--- config.mk ---
export PLATFORM = sky130hd
export DESIGN_NAME = bwlo_unit
export DESIGN_NICKNAME = d
export VERILOG_FILES = /design/src/hdl/bwlo_pkg.sv /design/src/hdl/bwlo_byte_order.sv /design/src/hdl/bwlo_unit.sv
export SDC_FILE = /design/constraint.sdc
export NUM_CORES = 1
export LEC_CHECK = 0
export ABC_AREA = 1
export BUFFER_PORTS_ARGS = -buffer_cell sky130_fd_sc_hd__buf_2
export CAP_MARGIN = 0
export CORE_ASPECT_RATIO = 1.2
export CORE_MARGIN = 3
export CORE_UTILIZATION = 50
export DETAILED_ROUTE_END_ITERATION = 12
export GPL_TIMING_DRIVEN = 1
export PLACE_DENSITY = 0.82
export SKIP_LAST_GASP = 1
export SLEW_MARGIN = 25
export SYNTH_ARGS = -nofsm -noshare
export SYNTH_HDL_FRONTEND = slang
export SYNTH_SLANG_ARGS = --single-unit
export TNS_END_PERCENT = 100
--- constraint.sdc ---
create_clock -name clk -period 1.7 [get_ports clk]
set_input_delay 0.085 -clock clk [delete_from_list [all_inputs] [get_ports clk]]
set_output_delay 0.085 -clock clk [all_outputs]
set_load 0.02 [all_outputs]
--- src/hdl/bwlo_pkg.sv ---
// Package of constants and carrier types for the branch and word load unit
package bwlo_pkg;

  // ----------------------------------------
  // Operation codes
  // ----------------------------------------
  localparam logic [7:0] OPC_JUMP_TRUE = 8'hb0;
  localparam logic [7:0] OPC_JUMP_IMM = 8'hb2;
  localparam logic [7:0] OPC_JUMP_FALSE = 8'hb4;
  localparam logic [7:0] OPC_WORD_LOAD = 8'h07;

  // ----------------------------------------
  // Timing and field constants
  // ----------------------------------------
  localparam int BRANCH_DELAY = 3;
  localparam int LOAD_LATENCY = 3;
  localparam logic [1:0] BYTE_SWAP_LITTLE = 2'h3;
  localparam logic [1:0] BYTE_SWAP_BIG = 2'h0;
  localparam int DISP_BITS = 7;
  localparam logic [31:0] MMIO_BASE_RESET = 32'hefe0_0000;
  localparam logic [31:0] MMIO_SIZE = 32'h0020_0000;
  localparam logic [2:0] SLOT_BR_LO = 3'h2;
  localparam logic [2:0] SLOT_BR_HI = 3'h4;
  localparam logic [2:0] SLOT_LD_LO = 3'h4;
  localparam logic [2:0] SLOT_LD_HI = 3'h5;

  // ----------------------------------------
  // Carrier types
  // ----------------------------------------
  typedef struct packed {
    logic valid;
    logic [7:0] opcode;
    logic [2:0] slot;
    logic has_guard;
    logic [31:0] guard;
    logic [31:0] first_source_register;
    logic [31:0] second_source_register;
    logic [31:0] modifier;
    logic [6:0] dest;
  } bwlo_issue_t;

  typedef struct packed {
    logic valid;
    logic [31:0] addr;
    logic cacheable;
  } bwlo_mem_req_t;

  typedef struct packed {
    logic valid;
    logic [6:0] dest;
    logic [31:0] data;
  } bwlo_wb_t;

endpackage

--- src/hdl/bwlo_byte_order.sv ---
// Byte assembly of a fetched word according to byte order and aperture
`timescale 1ns/1ps
module bwlo_byte_order (
  // Raw word, byte at lowest address in bits 7:0
  input wire logic [31:0] raw_word,
  // Controls
  input wire logic little_endian,
  input wire logic is_mmio,
  // Result
  output logic [31:0] word
);

  logic [1:0] swap;

  assign swap = little_endian ? bwlo_pkg::BYTE_SWAP_LITTLE : bwlo_pkg::BYTE_SWAP_BIG;

  genvar g;
  generate
    for (g = 0; g < 4; g++) begin : g_lane
      logic [1:0] idx;
      // Result bits of lane 3-g come from byte (g xor swap)
      assign idx = 2'(g) ^ swap;
      assign word[31 - 8*g -: 8] = is_mmio ? raw_word[31 - 8*g -: 8] : raw_word[8*idx +: 8];
    end
  endgenerate

endmodule // bwlo_byte_order

--- src/hdl/bwlo_unit.sv ---
// Branch unit for indirect and immediate jumps plus word load datapath
`timescale 1ns/1ps
module bwlo_unit (
  // Clock and reset
  input wire logic clk,
  input wire logic rst_n,
  // Issue and status
  input wire bwlo_pkg::bwlo_issue_t issue,
  input wire logic [31:0] program_status_word,
  input wire logic byte_order_bit,
  input wire logic [31:0] mmio_base,
  // Data cache side
  output bwlo_pkg::bwlo_mem_req_t mem_req,
  output logic cache_status_update,
  input wire logic [31:0] mem_rdata,
  // Program counter redirect
  output logic pc_load,
  output logic [31:0] pc_target,
  // Register write back
  output bwlo_pkg::bwlo_wb_t wb,
  // Illegal slot indication
  output logic slot_error
);

  // ----------------------------------------
  // Decode
  // ----------------------------------------
  logic guard_ok;
  logic is_jf;
  logic is_jt;
  logic is_ji;
  logic is_ld;
  logic br_slot_ok;
  logic ld_slot_ok;
  logic take;
  logic [31:0] disp;
  logic [31:0] ea;
  logic ea_mmio;

  assign guard_ok = !issue.has_guard || issue.guard[0];
  assign is_jf = issue.valid && issue.opcode == bwlo_pkg::OPC_JUMP_FALSE;
  assign is_jt = issue.valid && issue.opcode == bwlo_pkg::OPC_JUMP_TRUE;
  assign is_ji = issue.valid && issue.opcode == bwlo_pkg::OPC_JUMP_IMM;
  assign is_ld = issue.valid && issue.opcode == bwlo_pkg::OPC_WORD_LOAD;
  assign br_slot_ok = issue.slot >= bwlo_pkg::SLOT_BR_LO && issue.slot <= bwlo_pkg::SLOT_BR_HI;
  assign ld_slot_ok = issue.slot >= bwlo_pkg::SLOT_LD_LO && issue.slot <= bwlo_pkg::SLOT_LD_HI;

  always_comb begin
    take = 1'b0;
    if (guard_ok && br_slot_ok) begin
      if (is_jf) begin
        take = !issue.first_source_register[0];
      end else if (is_jt) begin
        take = issue.first_source_register[0];
      end else if (is_ji) begin
        take = 1'b1;
      end
    end
  end

  // Plain load arrives with a zero modifier, so both forms share this path
  assign disp = {{(32 - bwlo_pkg::DISP_BITS - 2){issue.modifier[bwlo_pkg::DISP_BITS - 1]}},
                 issue.modifier[bwlo_pkg::DISP_BITS - 1:0], 2'b00};
  assign ea = issue.first_source_register + disp;
  // Low address bits are dropped: a misaligned load returns the aligned word, no trap
  assign ea_mmio = (ea - mmio_base) < bwlo_pkg::MMIO_SIZE;

  // ----------------------------------------
  // Branch delay pipeline
  // ----------------------------------------
  logic [bwlo_pkg::BRANCH_DELAY-1:0] br_v_q;
  logic [31:0] br_tgt_q [bwlo_pkg::BRANCH_DELAY];
  logic [31:0] br_tgt_d;

  // Target is picked at issue so the later stages need not know the jump kind
  assign br_tgt_d = is_ji ? issue.modifier : issue.second_source_register;

  always_ff @(posedge clk or negedge rst_n) begin
    if (!rst_n) begin
      br_v_q <= '0;
    end else begin
      br_v_q <= {br_v_q[bwlo_pkg::BRANCH_DELAY-2:0], take};
    end
  end

  genvar gb;
  generate
    for (gb = 0; gb < bwlo_pkg::BRANCH_DELAY; gb++) begin : g_br_stage
      if (gb == 0) begin : g_first
        always_ff @(posedge clk or negedge rst_n) begin
          if (!rst_n) begin
            br_tgt_q[gb] <= '0;
          end else begin
            br_tgt_q[gb] <= br_tgt_d;
          end
        end
      end else begin : g_next
        always_ff @(posedge clk or negedge rst_n) begin
          if (!rst_n) begin
            br_tgt_q[gb] <= '0;
          end else begin
            br_tgt_q[gb] <= br_tgt_q[gb-1];
          end
        end
      end
    end
  endgenerate

  assign pc_load = br_v_q[bwlo_pkg::BRANCH_DELAY-1];
  assign pc_target = br_tgt_q[bwlo_pkg::BRANCH_DELAY-1];

  // ----------------------------------------
  // Load request, registered and presented in cycle 1
  // ----------------------------------------
  logic ld_go;

  assign ld_go = is_ld && ld_slot_ok && guard_ok;

  always_ff @(posedge clk or negedge rst_n) begin
    if (!rst_n) begin
      mem_req <= '0;
    end else begin
      mem_req.valid <= ld_go;
      mem_req.addr <= {ea[31:2], 2'b00};
      mem_req.cacheable <= !ea_mmio;
    end
  end

  // Aperture words never touch the cache status bits
  always_ff @(posedge clk or negedge rst_n) begin
    if (!rst_n) begin
      cache_status_update <= 1'b0;
    end else begin
      cache_status_update <= ld_go && !ea_mmio;
    end
  end

  // ----------------------------------------
  // Load return pipeline
  // ----------------------------------------
  // Stages up to the memory answer; the write back register is the last stage
  logic [bwlo_pkg::LOAD_LATENCY-2:0] ld_v_q;
  logic [6:0] ld_dst_q [bwlo_pkg::LOAD_LATENCY-1];
  logic [bwlo_pkg::LOAD_LATENCY-2:0] ld_mmio_q;
  logic [bwlo_pkg::LOAD_LATENCY-2:0] ld_le_q;
  logic [31:0] word;

  always_ff @(posedge clk or negedge rst_n) begin
    if (!rst_n) begin
      ld_v_q <= '0;
    end else begin
      ld_v_q <= {ld_v_q[bwlo_pkg::LOAD_LATENCY-3:0], ld_go};
    end
  end

  always_ff @(posedge clk or negedge rst_n) begin
    if (!rst_n) begin
      ld_mmio_q <= '0;
    end else begin
      ld_mmio_q <= {ld_mmio_q[bwlo_pkg::LOAD_LATENCY-3:0], ea_mmio};
    end
  end

  // Byte order is frozen at issue, so a later flag change cannot hit a load in flight
  always_ff @(posedge clk or negedge rst_n) begin
    if (!rst_n) begin
      ld_le_q <= '0;
    end else begin
      ld_le_q <= {ld_le_q[bwlo_pkg::LOAD_LATENCY-3:0], byte_order_bit};
    end
  end

  genvar gl;
  generate
    for (gl = 0; gl < bwlo_pkg::LOAD_LATENCY - 1; gl++) begin : g_ld_stage
      if (gl == 0) begin : g_first
        always_ff @(posedge clk or negedge rst_n) begin
          if (!rst_n) begin
            ld_dst_q[gl] <= '0;
          end else begin
            ld_dst_q[gl] <= issue.dest;
          end
        end
      end else begin : g_next
        always_ff @(posedge clk or negedge rst_n) begin
          if (!rst_n) begin
            ld_dst_q[gl] <= '0;
          end else begin
            ld_dst_q[gl] <= ld_dst_q[gl-1];
          end
        end
      end
    end
  endgenerate

  bwlo_byte_order u_order (
    .raw_word(mem_rdata),
    .little_endian(ld_le_q[bwlo_pkg::LOAD_LATENCY-2]),
    .is_mmio(ld_mmio_q[bwlo_pkg::LOAD_LATENCY-2]),
    .word(word)
  );

  // Data is captured the cycle after the cache answers, latency counted from issue
  always_ff @(posedge clk or negedge rst_n) begin
    if (!rst_n) begin
      wb <= '0;
    end else begin
      wb.valid <= ld_v_q[bwlo_pkg::LOAD_LATENCY-2];
      wb.dest <= ld_dst_q[bwlo_pkg::LOAD_LATENCY-2];
      wb.data <= word;
    end
  end

  // ----------------------------------------
  // Slot check
  // ----------------------------------------
  always_ff @(posedge clk or negedge rst_n) begin
    if (!rst_n) begin
      slot_error <= 1'b0;
    end else begin
      slot_error <= ((is_jf || is_jt || is_ji) && !br_slot_ok) || (is_ld && !ld_slot_ok);
    end
  end

endmodule // bwlo_unit

==> results of run 1 <==
[cell families (layout without fill, tap and decap cells)]
group,Yosys count,after routing
compound gates,136,136
flops,192,192
simple gates,435,435
fa+ha+maj,60,60
buf+inv,201,770
xor+xnor,28,28
mux,32,32
other cells,1,3
[how the worst max path moves through the flow]
| stage | end | start | cells after the start | slack (ps) |
|---|---|---|---|---|
| after floorplan | cache_status_update$_DFF_PN0_ | issue[7] | 24 | -1320 |
| after global placement | mem_req[0]$_DFF_PN0_ | issue[13] | 25 | -2120 |
| after detailed placement | cache_status_update$_DFF_PN0_ | issue[13] | 25 | -2130 |
| after CTS | cache_status_update$_DFF_PN0_ | issue[12] | 23 | -1320 |
| after global routing | mem_req[0]$_DFF_PN0_ | issue[9] | 25 | -1680 |
| final | cache_status_update$_DFF_PN0_ | issue[9] | 25 | -1500 |
[what timing repair did]
action	4_1_cts	5_1_grt
hold buffers	120	0
buffers inserted	11	10
hold endpoints to repair	129	0
pin swaps	28	28
setup endpoints to repair	11	32
gates resized for setup	53	49
[cell usage after synthesis, types with 2 or more instances]
| cell type | n |
|---|---|
| nand4_1 | 12 |
| nand2_2 | 13 |
| a31oi_1 | 6 |
| mux2_2 | 32 |
| a21oi_2 | 2 |
| ha_1 | 59 |
| inv_1 | 154 |
| nand3_1 | 37 |
| nand3_2 | 3 |
| clkbuf_1 | 6 |
| buf_4 | 35 |
| a21oi_1 | 69 |
| a21o_1 | 6 |
| nand3b_1 | 3 |
| inv_2 | 3 |
| o21ai_0 | 35 |
| nor3_1 | 12 |
| xor2_1 | 18 |
| xnor2_1 | 10 |
| o21ai_1 | 3 |
| nor2_1 | 88 |
| nand2_1 | 251 |
| nor2_2 | 9 |
| o21bai_1 | 8 |
| buf_2 | 3 |
| a21boi_0 | 2 |
| dfrtp_1 | 192 |
| nor3b_1 | 2 |
[layout make-up]
cell class	count	area, sq um
Multi-Input combinational cell	693	4490
Clock buffer	17	425
Clock inverter	15	198
Fill cell	1086	4070
Timing Repair Buffer	581	4030
Antenna cell	1	2.50
Tap cell	256	320
Sequential cell	192	4800
Inverter	157	589
[critical path, stage by stage]
cell and delay [ps]:
buf_2 140, ha_4 300, buf_4 130, nand3_4 80
nand2_4 120, a31oi_4 100, o21ai_2 220, nand2_1 100
nand2_2 110, nor2_2 50, o21bai_1 170, xor2_1 290
ha_1 350, buf_4 160, buf_4 130, nand3_1 110
nand2_1 70, nand2_1 70, nand3_1 90, nor2_1 130
nand3b_1 100, a21oi_1 150, nand2_1 80, nor2_2 120
nor2_1 50
[stage by stage]
stage,cell area [sq um],setup TNS [ps],cells
5_1_grt,14900,-5650,1912
2_1_floorplan,9720,-3870,1086
3_5_place_dp,12400,-14580,1738
3_3_place_gp,12400,-14160,1738
4_1_cts,14600,-4010,1901
6_report,14900,-4900,1912
[report_power, final]
| group | switching [W] | leakage, nW | internal, W |
|---|---|---|---|
| clock | 0.00210 | 0.297 | 0.00204 |
| combinational | 0.00290 | 5.23 | 0.00228 |
| sequential | 0.000120 | 2.26 | 0.00492 |
[registers in the layout, summed over array words and instances, names as in the netlist]
signal	cells
br_tgt_q	64
br_v_q	3
cache_status_update	1
ld_dst_q	14
ld_le_q	2
ld_mmio_q	2
ld_v_q	2
mem_req	31
pc_target	32
slot_error	1
wb	40
[routing by layer]
metal,track usage,vias up
li1,-,4539
met4,0.159,0
met5,0,-
met3,0.0620,120
met1,0.323,4616
met2,0.577,466
==> flow_summary.ini, run 1 <==
[outcome]
status = finished, violations left
failed_checks = setup timing

[clock_network]
clk_pin_slew_worst_paths_ps = 80
cts_max_path_buffers = 2
cts_tree = done
cts_buffers = 17
cts_sinks = 192
htreeDepth = 4
insertion_delay_ps = 430
cts_root_buf = clkbuf_16

[placement]
port_buffers = 290
place_ws_ps = -2130
dp_hpwl_mm = 20.9
gp_congestion = 0.960

[floorplan]
rows = 55
design.die.area_sq_mm = 0.0210
die_x_microns = 133
start_util = 0.510
coreArea_sq_mm = 0.0189
pin_count = 356
die_y_microns = 158

[hold_path]
hold_path.startpoint = issue[139]
worst_hold_path.endpoint = slot_error$_DFF_PN0_
hp-class = in2reg
hold_depth = 3

[logic_synthesis]
synth-adder-area-share = 0.0786
synthSimpleGateAreaFrac = 0.190
yosysUniqueCellTypes = 40
synth_top_family_by_area = simple AND/OR/NAND/NOR gates
synthCells = 1085
syn-cell-area_sq_mm = 0.00965
synthArstFlopShare = 1.00
synth_top_flop_cell = dfrtp_1
synth_top_area_cell = dfrtp_1
ys_seq_elements = 192
synth_top_cell_area_share = 0.498
ys_warn_count = 0
synthTopCellsByArea = dfrtp_1 (50%), nand2_1 (9.8%), ha_1 (7.6%)
synth_mux_area_frac = 0.0373
syn-mean-instance-area_sq_um = 8.89
synth-xor-area-share = 0.0254
yosysSeqAreaShare = 0.498
synth_enable_flop_cells = 0
synth-compound-area-share = 0.0782

[critical_path]
critical_path_class = in2reg
r2r_cells = 5
crit_fanout = 4
cp-end-kind = flip-flop
cp_data_required_time_ps = 2010
cp-start-kind = input port
r2r_start = ld_le_q[1]$_DFF_PN0_
cp.arrival_ps = 3520
reg2reg_to = wb[28]$_DFF_PN0_
r2r_setup_slack_ps = 70

[finish]
mostFrequentLayoutCells = buf_2 (286), nand2_1 (236), dfrtp_1 (192)
area_growth_pct = 53.9
drive_gt1_frac = 0.389
final_util = 0.785
nets = 1949
final_common_cell = buf_2

[timing]
worst_clock_skew_ps = 13.5
fin_crit_sh = 1.88
hold_ws_ps = 43.0
rsz0062_at_grt = true
fin_ws_ps = -1500
setup_viol = 5
slew_viol_final = 0
hold_violations = 0
timing.fmax_mhz = 312
fin_crit_ps = 3200

[detailed_routing]
antenna_left = 0
route.detailed.drc = 0
wl_met1_mm = 11.9
met3_length_mm = 1.92
wire_per_inst_microns = 17.4
topRoutingLayerUsed = met4
vias_per_cell = 5.09
dr_wl_met2_mm = 17.8
drtIter0Drc = 731
dr.pass1.iters = 5
routed_wl_mm = 33.2
num_vias = 9741

[grt]
grt_pass1_vias = 10200
antenna_found_initial = 1
grt_start_max_net_pins = 56
grt_pass1_wl_mm = 50.6
overflow = 0
grtUsageTotal = 0.307

[job]
maxCapViolCount = 0

[pwr]
power.leakage_nw = 7.78
design_power_total_w = 0.0144
ir_worst_vdd_mv = 0.728
power_density_mw_per_mm2 = 967
No activity file was read; power rests on OpenSTA's default activity.
==> run 2: changes to the inputs <==
Settings changed: CAP_MARGIN 0 to 20, CORE_MARGIN 3 to 2.
==> flow_summary.ini, run 2 (same netlist as run 1, synthesis figures left out) <==
[timing]
slew_viol_final = 0
timing.fmax_mhz = 310
fin_crit_sh = 1.90
rsz0062_at_grt = true
tightest_slew_ps = 539
fin_ws_ps = -1530
setup_viol = 4
slew_headroom = 0.641
worst_clock_skew_ps = 16.7
finalSetupTns_ps = -4620
hold_ws_ps = 72.8
hold_violations = 0
fin_crit_ps = 3230

[placement]
dp_hpwl_mm = 20.4
port_buffers = 290
place_ws_ps = -2130
gp_congestion = 0.985

[pwr]
power.leakage_nw = 8.06
power_density_mw_per_mm2 = 968
design_power_total_w = 0.0152
ir_worst_vdd_mv = 0.741

[grt]
grtUsageTotal = 0.333
grt_pass1_wl_mm = 52.0
grt_start_max_net_pins = 65
overflow = 0
grt_pass1_vias = 10700
antenna_found_initial = 2

[clock_network]
cts_tree = done
cts_root_buf = clkbuf_16
cts_max_path_buffers = 2
cts_sinks = 192
insertion_delay_ps = 440
htreeDepth = 4
cts_buffers = 17
clk_pin_slew_worst_paths_ps = 80

[detailed_routing]
route.detailed.drc = 0
vias_per_cell = 5.31
dr_wl_met2_mm = 19.0
drtIter0Drc = 856
routed_wl_mm = 36.5
met3_length_mm = 2.43
antenna_left = 0
wire_per_inst_microns = 18.8
wl_met1_mm = 12.9
dr.pass1.iters = 7
num_vias = 10300
topRoutingLayerUsed = met4

[critical_path]
startpoint = issue[13]
cp.arrival_ps = 3550
crit_slowest_cell = ha_4
crit_path_frequent_cell = nand2_1
endpoint = cache_status_update$_DFF_PN0_
cp_data_required_time_ps = 2020
cp_num_buf_inv = 4
reg2reg_to = wb[16]$_DFF_PN0_
crit_fanout = 7
worstPathCellList = buf_16 -> ha_4 -> nand2_2 -> inv_2 -> nand2_2 -> nor3_4 -> buf_4 -> nand4_1 -> nand3_2 -> buf_4 -> xor2_2 -> ha_4 -> nand2_2 -> nor2_1 -> o21ai_0 -> nand2_1 -> nor2_2 -> nand2_1 -> nand2_1 -> nand2_1 -> nor2_1 -> nand4_1 -> nor2_2 -> nor2_1
cp-start-kind = input port
critPathTopFamily = simple AND/OR/NAND/NOR gates
r2r_cells = 5
cpPeakStageDelay_ps = 290
r2r_setup_slack_ps = 50
cp-end-kind = flip-flop
path_depth = 24
critical_path_class = in2reg
r2r_start = ld_mmio_q[1]$_DFF_PN0_

[floorplan]
coreArea_sq_mm = 0.0189
pin_count = 356
rows = 55
die_x_microns = 131
start_util = 0.510
die_y_microns = 156
design.die.area_sq_mm = 0.0204

[finish]
drive_gt1_frac = 0.439
nets = 1976
final_common_cell = buf_2
final_util = 0.827
area_growth_pct = 62.1
fillCellCount = 958
largest_reg_flops = 64
mostFrequentLayoutCells = buf_2 (286), nand2_1 (213), dfrtp_1 (192)
top_register = br_tgt_q

[outcome]
failed_checks = setup timing
status = finished, violations left

[job]
maxCapViolCount = 0

[hold_path]
hp-class = in2reg
-- run 2: what timing repair did --
item / 4_1_cts / 5_1_grt
pin swaps: 86 / 51
setup endpoints to repair: 8 / 46
endpoints found under the hold margin: 142 / 0
gates resized for setup: 133 / 78
cloned: 1 / 2
buffers inserted: 28 / 10
hold buffers: 123 / 0
-- run 2: worst min path at each step --
| stage | from | to | cells past startpoint |
|---|---|---|---|
| 2_1_floorplan | rst_n | br_tgt_q[32]$_DFF_PN0_ | 0 |
| 3_3_place_gp | rst_n | wb[4]$_DFF_PN0_ | 1 |
| 3_5_place_dp | rst_n | wb[17]$_DFF_PN0_ | 1 |
| 4_1_cts | issue[103] | br_v_q[0]$_DFF_PN0_ | 3 |
| 5_1_grt | issue[103] | br_v_q[0]$_DFF_PN0_ | 3 |
| 6_report | issue[103] | br_v_q[0]$_DFF_PN0_ | 3 |
-- run 2: report_power, final --
| part | switching [W] | internal [W] | leakage, nW |
|---|---|---|---|
| clock | 0.00216 | 0.00206 | 0.305 |
| combinational | 0.00326 | 0.00262 | 5.50 |
| sequential | 0.000133 | 0.00492 | 2.26 |
-- run 2: per-stage QoR --
step / cells / instance area, sq um
2_1_floorplan: 1086 / 9720
3_3_place_gp: 1748 / 12500
3_5_place_dp: 1748 / 12500
4_1_cts: 1931 / 15200
5_1_grt: 1940 / 15600
6_report: 1940 / 15600
-- run 2: layer usage --
layer / global-route usage / vias to the layer above
li1: - / 4605
met1: 0.348 / 4922
met2: 0.603 / 586
met3: 0.0813 / 181
met4: 0.185 / 0
met5: 0 / -
-- run 2: cell type report --
class / count / area, sq um / share of cell area
multi-input cells: 693 / 4930 / 0.315
well taps: 256 / 320 / 0.0205
flip-flops and latches: 192 / 4800 / 0.307
clock inverters: 15 / 214 / 0.0137
diodes: 2 / 5.00 / 0.000320
repair buffers: 608 / 4360 / 0.279
inverters: 157 / 594 / 0.0380
clock buffers: 17 / 425 / 0.0272
-- run 2: worst reg2reg max path: stages (launching register included) --
cell	delay (ps)
dfrtp_1	410
nor2_4	180
buf_12	160
nor2_1	70
a21oi_1	150
dlygate4sd3_1	620
